$ cat config.mk
export PLATFORM = sky130hd
export DESIGN_NAME = sbl_core
export DESIGN_NICKNAME = d
export VERILOG_FILES = /design/src/hdl/sbl_pkg.sv /design/src/hdl/sbl_core.sv
export VERILOG_INCLUDE_DIRS = /design/src /design/src/hdl
export SDC_FILE = /design/constraint.sdc
export NUM_CORES = 1
export LEC_CHECK = 0
export CAP_MARGIN = 10
export CORE_MARGIN = 2
export CORE_UTILIZATION = 58
export CTS_CLUSTER_SIZE = 28
export DETAILED_ROUTE_END_ITERATION = 10
export DONT_BUFFER_PORTS = 1
export PLACE_DENSITY = 0.76
export SETUP_SLACK_MARGIN = 0.3
export SLEW_MARGIN = 5
export SYNTH_ARGS = -nofsm -noshare
export SYNTH_HDL_FRONTEND = slang
export SYNTH_SLANG_ARGS = --single-unit
$ cat constraint.sdc
create_clock -name ref_clk -period 2.22 [get_ports ref_clk]
set_input_delay 0.444 -clock ref_clk [delete_from_list [all_inputs] [get_ports ref_clk]]
set_output_delay 0.444 -clock ref_clk [all_outputs]
set_load 0.005 [all_outputs]
$ cat src/hdl/sbl_regs.svh
`ifndef SBL_REGS_SVH
`define SBL_REGS_SVH
// Opcode images of the 14-bit instruction word
`define SBL_OPC_DEC_SKIP_BITS 6'h0B
`define SBL_OPC_INC_SKIP_BITS 6'h0F
`define SBL_OPC_INC_FILE_BITS 6'h0A
`define SBL_OPC_OR_FILE_BITS 6'h04
`define SBL_OPC_OR_LIT_BITS 6'h38
`define SBL_OPC_BRANCH_BITS 3'h5
// Field positions
`define SBL_DEST_BIT 7
`define SBL_FADDR_MSB 6
`define SBL_BRANCH_MSB 10
`define SBL_PAGE_MSB 6
`define SBL_PAGE_LSB 3
// Reset values
`define SBL_ACC_RST 8'h00
`define SBL_PC_RST 15'h0000
`define SBL_ZERO_RST 1'h0
// Cycles taken by a branch or a taken skip
`define SBL_LONG_CYCLES 2'h2
`endif

$ cat src/hdl/sbl_pkg.sv
package sbl_pkg;
    typedef enum logic [2:0] {
        SBL_EXEC = 3'h1,
        SBL_FLUSH = 3'h2,
        SBL_HALT_UNUSED = 3'h4
    } sbl_state_t;
    typedef enum logic [2:0] {
        SBL_OP_NONE,
        SBL_OP_DEC_SKIP,
        SBL_OP_INC_SKIP,
        SBL_OP_INC,
        SBL_OP_OR_LIT,
        SBL_OP_OR_FILE,
        SBL_OP_BRANCH
    } sbl_op_t;
endpackage : sbl_pkg

$ cat src/hdl/sbl_core.sv
`include "sbl_regs.svh"

module sbl_core import sbl_pkg::*; (
    // Clock and reset
    input wire logic ref_clk,
    input wire logic sys_rst,
    // Instruction fetch
    input wire logic instr_valid,
    input wire logic [13:0] instr_word,
    // Register file read port and page latch
    input wire logic [7:0] file_rdata,
    input wire logic [6:0] program_counter_page_latch,
    // Register file write port
    output logic [6:0] file_addr,
    output logic file_we,
    output logic [7:0] file_wdata,
    // Core state
    output logic [7:0] acc_reg,
    output logic zero_flag_reg,
    output logic [14:0] pc_reg,
    output logic flush_reg,
    output logic instr_done
);
    sbl_state_t state_reg, state_next;
    logic [7:0] acc_next;
    logic zero_next;
    logic [14:0] pc_next;

    // Decode
    wire live = instr_valid && (state_reg == SBL_EXEC);
    wire is_dec_skip = instr_word[13:8] == `SBL_OPC_DEC_SKIP_BITS;
    wire is_inc_skip = instr_word[13:8] == `SBL_OPC_INC_SKIP_BITS;
    wire is_inc = instr_word[13:8] == `SBL_OPC_INC_FILE_BITS;
    wire is_or_file = instr_word[13:8] == `SBL_OPC_OR_FILE_BITS;
    wire is_or_lit = instr_word[13:8] == `SBL_OPC_OR_LIT_BITS;
    wire is_branch = instr_word[13:11] == `SBL_OPC_BRANCH_BITS;
    wire to_file = instr_word[`SBL_DEST_BIT];
    wire file_op = is_dec_skip | is_inc_skip | is_inc | is_or_file;

    // Datapath
    wire [7:0] dec_val = file_rdata - 8'h01;
    wire [7:0] inc_val = file_rdata + 8'h01;
    wire [7:0] or_file_val = acc_reg | file_rdata;
    wire [7:0] or_lit_val = acc_reg | instr_word[7:0];
    wire [7:0] file_result = is_dec_skip ? dec_val : (is_or_file ? or_file_val : inc_val);
    wire skip_taken = (is_dec_skip && dec_val == 8'h00) || (is_inc_skip && inc_val == 8'h00);
    wire sets_zero = is_inc | is_or_file | is_or_lit;
    wire [7:0] zero_src = is_or_lit ? or_lit_val : file_result;

    // Register file write: destination bit picks the target
    assign file_addr = instr_word[`SBL_FADDR_MSB:0];
    assign file_we = live && file_op && to_file;
    assign file_wdata = file_result;
    assign instr_done = instr_valid && state_reg != SBL_HALT_UNUSED;

    always_comb begin
        acc_next = acc_reg;
        zero_next = zero_flag_reg;
        pc_next = pc_reg;
        state_next = SBL_EXEC;
        if (live) begin
            pc_next = pc_reg + 15'h0001;
            if (file_op && !to_file) begin
                acc_next = file_result;
            end
            if (is_or_lit) begin
                acc_next = or_lit_val;
            end
            if (sets_zero) begin
                zero_next = zero_src == 8'h00;
            end
            if (is_branch) begin
                // The fetched word after a branch is stale, so it is flushed
                pc_next = {program_counter_page_latch[`SBL_PAGE_MSB:`SBL_PAGE_LSB],
                           instr_word[`SBL_BRANCH_MSB:0]};
                state_next = SBL_FLUSH;
            end
            if (skip_taken) begin
                state_next = SBL_FLUSH;
            end
        end else if (instr_valid) begin
            // Flushed slot executes as a no-op but still advances the PC
            pc_next = pc_reg + 15'h0001;
        end else if (state_reg == SBL_FLUSH) begin
            state_next = SBL_FLUSH;
        end
    end

    always_ff @(posedge ref_clk) begin
        if (sys_rst) begin
            state_reg <= SBL_EXEC;
            acc_reg <= `SBL_ACC_RST;
            zero_flag_reg <= `SBL_ZERO_RST;
            pc_reg <= `SBL_PC_RST;
        end else begin
            state_reg <= state_next;
            acc_reg <= acc_next;
            zero_flag_reg <= zero_next;
            pc_reg <= pc_next;
        end
    end
    assign flush_reg = state_reg == SBL_FLUSH;
endmodule : sbl_core

==> impl_metrics.toml, run 1 <==
[synth]
synth_top_area_frac = 0.234
ys_top_cells_by_area = "dfxtp_1, nand2_1, nor2_1"
yosys.area.top_type = "dfxtp_1"
synth_cells = 313
yosysWarningCount = 0
synth-main-ff-cell = "dfxtp_1"
synthMostInstantiatedCell = "nand2_1"
synthTopCellsByCount = "nand2_1, nor2_1, dfxtp_1"
seq_area_frac_synth = 0.234
synth_edf_count = 0
ys_seq_elements = 26
synthDistinctLibCells = 60
syn-num-nets = 350
syn_area_mm2 = 0.00222
synth.avg_cell_area_um2 = 7.10
ys_async_sr_fraction = 0

[power_and_ir_drop]
leakagePower_nw = 0.964
power_switching_mw = 0.261
power.density_mw_per_mm2 = 380
p_clk_frac = 0.319
p_sw_frac = 0.262
cellInternalPower_mw = 0.735
pwr-share-seq = 0.492
power_frac_comb = 0.189
ir_worst_vdd_v = 0.000388

[global_route]
globalRouteOverflowTotal = 0
grt.total_usage = 0.305
grt_pass1_vias = 2205
antenna_found_initial = 0
grt_pass1_wl_um = 10400
grt_max_degree = 35

[timing]
post-route-period-util = 0.988
tightestPinTransition_ns = 0.568
fin_skew_ns = 0.00577
max_freq_mhz = 456
setup_violations = 0
rsz0062_at_grt = "true"
holdWs_ns = 0.220
tns_ns = 0
period_needed_ns = 2.19
final-hold-violation-count = 0
relSlewSlack = 0.621
slew_violations = 0

[route]
ant_nets = 0
firstDrtPassIters = 5
via_per_inst = 6.58
dr_total_vias = 2400
drc = 0
routed_wl_um = 6540
wl_per_cell_um = 17.9
drt_iter0_drc = 228

[worst_setup_path]
path_max_fanout = 7
setup.worst_path.class = "input pin to output port"
cp-end-kind = "output port"
worstPathArrival_ns = 1.75
worstRegToRegCells = 7
start_kind = "input pin"
crit_required_ns = 1.78

[clock_tree]
clock_latency_ns = 0.28
cts_root_buf = "clkbuf_8"
clock_sinks = 26
cts_buffer_depth = 2
ctsHoldBuffers = 0
cts_max_level = 1
cts_tree = "built"
path_clk_slew_ns = 0.09
numCtsBuffers = 3

[final_layout]
fin_util = 0.716
regArea_um2 = 520
multi_input_area_mm2 = 0.00169
drive_above_1_share = 0.243
fin_cells = 365
filler_cell_count = 285
antenna_cells = 0
largest_reg_flops = 15
syn_to_final_growth_pct = 18.0
layout.nets = 355

[outcome]
status = "finished clean"

[hold_path]
hold_depth = 1
timing.hold.worst.class = "input pin to flip-flop"

[floorplan]
io_pins = 74
rows = 22
die_height_um = 65.9
die_width_um = 65.9
start_util = 0.607
core_area_mm2 = 0.00366
dieArea_mm2 = 0.00434

[placement]
gp_congestion = 0.891
dp_hpwl_um = 4780
place_inst = 355
io_buffers = 0

[run]
maxCapViolCount = 0
power by group through the flow:
| stage | combinational [mW] | sequential (mW) | clock, mW |
|---|---|---|---|
| CTS | 0.177 | 0.490 | 0.318 |
| floorplan | 0.170 | 0.499 | 0 |
| finish | 0.188 | 0.491 | 0.318 |
| detailed placement | 0.169 | 0.501 | 0 |
| global route | 0.205 | 0.493 | 0.335 |
| global placement | 0.165 | 0.501 | 0 |
kinds of logic (layout without fill, tap and decap cells):
family          after synthesis  count (layout)  synth area share
buf+inv                      37              41            0.0868
flops                        26              26             0.234
mux                           1               1           0.00507
compound gates              100             100             0.306
fa+ha+maj                     5               5            0.0282
xor+xnor                      7               7            0.0276
simple gates                137             137             0.312
worst paths after layout:
| check | from | end | slack (ns) |
|---|---|---|---|
| setup / recovery | instr_word[11] | file_wdata[3] | 0.03 |
| hold / removal | sys_rst | acc_reg[3] | 0.22 |
| setup reg to reg | pc_reg[2] | pc_reg[13] | 0.53 |
| hold reg to reg | pc_reg[14] | pc_reg[14] | 0.55 |
cell type report:
class | count | share of cell area
well taps | 48 | 0.0229
clock buffers | 4 | 0.0210
repair buffers | 32 | 0.0993
inverters | 5 | 0.0129
flip-flops and latches | 26 | 0.199
multi-input cells | 250 | 0.645
critical path: stages:
cell and delay [ns]:
or4b_4 0.54, nor2_4 0.15, buf_12 0.13, a211oi_2 0.06, o31ai_2 0.27, buf_4 0.16
repair_timing:
action | in CTS | in global routing
setup buffers | 3 | 2
gates cloned | 1 | 0
endpoints found under the setup margin | 12 | 19
pin swaps | 6 | 8
resized for setup | 6 | 11
metal layers:
metal  GRT usage  share of wire
met4      0.0833         0.0050
met1       0.415           0.44
met5           0              0
met2       0.489           0.47
met3      0.0630          0.088
through the flow:
stage	worst slack [ns]	power, mW	instance area [µm²]
after global placement	-0.0307	0.666	2440
final	0.0257	0.997	2620
after floorplan	-0.0442	0.669	2400
after global routing	-0.0287	1.03	2620
after detailed placement	-0.0322	0.670	2440
after CTS	-0.0121	0.985	2550
layout by cell type (no fill, tap or decap), drive strengths merged, types with 3 or more instances in the layout:
cell type,n
nor3,9
clkbuf,4
nand3,12
buf,32
nand4,4
nand2,43
o21a,6
nor2b,4
a22oi,5
xor2,4
o21ai,17
a311oi,3
inv,5
o31ai,5
and3,4
nor2,33
dfxtp,26
a211oi,10
or4,3
ha,5
nand3b,4
nand2b,5
o22ai,9
or3,4
a21oi,21
xnor2,3
(Power assumes the default switching activity.)
==> run 2, diff against run 1 <==
--- a/config.mk
+++ b/config.mk
@@ -6,13 +6,13 @@
 export SDC_FILE = /design/constraint.sdc
 export NUM_CORES = 1
 export LEC_CHECK = 0
+export BUFFER_PORTS_ARGS = -buffer_cell sky130_fd_sc_hd__buf_4
 export CAP_MARGIN = 10
 export CORE_MARGIN = 2
-export CORE_UTILIZATION = 58
+export CORE_UTILIZATION = 46
 export CTS_CLUSTER_SIZE = 28
 export DETAILED_ROUTE_END_ITERATION = 10
-export DONT_BUFFER_PORTS = 1
-export PLACE_DENSITY = 0.76
+export PLACE_DENSITY = 0.77
 export SETUP_SLACK_MARGIN = 0.3
 export SLEW_MARGIN = 5
 export SYNTH_ARGS = -nofsm -noshare
==> run 2 against run 1 <==
  * Via count grew 22%
  * Non-clock buffer count is 105 higher
  * Critical path type unchanged
  * Largest power group unchanged
  * The flow now finishes with violations (setup timing)
  * First-iteration DRC count rose by 9.2%
  * Sequential share of layout area shrank 5.2 points
  * Clock power rose by 26%
  * Utilization rose by 3.8 points
  * Global-route usage shrank 1.7 points
  * Register-to-register slack got worse by 0.15 ns
  * Worst setup slack worse by 0.36 ns
==> impl_metrics.toml, run 2 (synthesis results as in run 1) <==
[outcome]
status = "finished, violations left"
violations = "setup timing"

[placement]
dpl_worst_slack_ns = -0.322
io_buffers = 70
dp_hpwl_um = 5370
dpl-instance-area_mm2 = 0.00313
place_inst = 453
gp_congestion = 0.877

[timing]
fin_skew_ns = 0.00298
setup_ws_ns = -0.338
relSlewSlack = 0.740
max_freq_mhz = 391
period_needed_ns = 2.56
setup_violations = 9
tightestPinTransition_ns = 0.380
slew_violations = 0
final-hold-violation-count = 0
tns_ns = -1.67
holdWs_ns = 0.451
rsz0062_at_grt = "true"
post-route-period-util = 1.15

[hold_path]
timing.hold.worst.class = "input pin to flip-flop"
holdPathEnd = "pc_reg[1]"
hold_depth = 3
worstHoldStart = "instr_word[1]"

[worst_setup_path]
cp_top_family = "simple AND/OR/NAND/NOR gates"
worstPathArrival_ns = 2.11
worstRegToRegCells = 7
cp_cell_sequence = "buf_8 > or4b_4 > nor2_4 > nand2_2 > a311oi_2 > a21o_1 > buf_6 > buf_6"
cp_common_cell = "buf_6"
slowest_delay_ns = 0.56
start_kind = "input pin"
r2r_end = "zero_flag_reg"
crit_required_ns = 1.78
path_max_fanout = 5
setup.worst_path.class = "input pin to output port"
cp-end-kind = "output port"
cp_slowest_cell = "or4b_4"
crit_buf_inv = 3
r2r_setup_slack_ns = 0.38
worstReg2RegStart = "acc_reg[2]"

[power_and_ir_drop]
cellInternalPower_mw = 0.918
power_frac_comb = 0.299
pwr-share-seq = 0.385
ir_worst_vdd_v = 0.000327
power.density_mw_per_mm2 = 360
totalPowerFinal_mw = 1.27
leakagePower_nw = 1.53
p_clk_frac = 0.315
p_sw_frac = 0.280
power_switching_mw = 0.356

[floorplan]
io_pins = 74
dieArea_mm2 = 0.00540
die_height_um = 73.5
start_util = 0.473
rows = 25
core_area_mm2 = 0.00469
die_width_um = 73.5

[final_layout]
drive_above_1_share = 0.455
syn_to_final_growth_pct = 59.4
layout.nets = 460
fin_util = 0.754
final_cell_mix = "buf_4, nand2_1, nor2_1"
stdcell_area_mm2 = 0.00354
final_common_cell = "buf_4"
antenna_cells = 0
fin_cells = 476
largest_reg_flops = 15
filler_cell_count = 330

[route]
firstDrtPassIters = 5
routed_wl_um = 8070
ant_nets = 0
via_per_inst = 6.17
drt_iter0_drc = 249
drc = 0
dr_total_vias = 2937
wl_per_cell_um = 16.9

[clock_tree]
cts_tree = "built"
numCtsBuffers = 3
cts_buffer_depth = 2
clock_latency_ns = 0.28
cts_root_buf = "clkbuf_8"
clock_sinks = 26
ctsHoldBuffers = 0
path_clk_slew_ns = 0.09
cts_max_level = 1

[global_route]
antenna_found_initial = 0
grt_pass1_vias = 2697
grt_max_degree = 34
grt.total_usage = 0.289
grt_pass1_wl_um = 12400
globalRouteOverflowTotal = 0

[run]
maxCapViolCount = 0
## run 2: worst register-to-register path, cell delays in order (launching register included)
cell,delay (ns)
dfxtp_1,0.38
nand2_2,0.12
a311oi_2,0.13
a21o_1,0.23
buf_4,0.15
buf_6,0.11
or4_1,0.51
a31oi_1,0.16
## run 2: per-layer routing
metal,global-route usage,part of all wire
met5,0,0
met4,0.0687,0.026
met1,0.375,0.42
met3,0.0453,0.069
met2,0.498,0.48
## run 2: how the worst max path moves through the flow
stage,startpoint,endpoint,slack (ns),cells after the start
final,instr_word[9],file_wdata[2],-0.34,8
after global routing,instr_word[9],file_wdata[2],-0.38,8
after CTS,instr_word[9],file_wdata[2],-0.21,8
after detailed placement,instr_word[11],file_wdata[2],-0.32,8
after global placement,instr_word[11],file_wdata[2],-0.24,8
after floorplan,instr_word[9],zero_flag_reg,-0.04,8
## run 2: power groups by stage
| stage | Sequential [mW] | Clock [mW] | Combinational, mW |
|---|---|---|---|
| 2_1_floorplan | 0.499 | 0 | 0.170 |
| 6_report | 0.491 | 0.402 | 0.381 |
| 3_5_place_dp | 0.501 | 0 | 0.323 |
| 4_1_cts | 0.490 | 0.401 | 0.365 |
| 5_1_grt | 0.493 | 0.420 | 0.409 |
| 3_3_place_gp | 0.501 | 0 | 0.317 |
## run 2: repair_timing
item                                    in CTS  in global routing
pin swaps                                   17                  5
setup buffers                               16                  2
gates cloned                                 1                  0
endpoints found under the setup margin      20                 23
resized for setup                           35                  8
## run 2: cell type report
type                            count  area, µm²  share of cell area
Inverter                            5       33.8             0.00954
Clock inverter                      1       30.0             0.00848
Tap cell                           54       67.6              0.0191
Clock buffer                        3       41.3              0.0117
Sequential cell                    26        520               0.147
Multi-Input combinational cell    250       1750               0.494
Timing Repair Buffer              137       1100               0.310
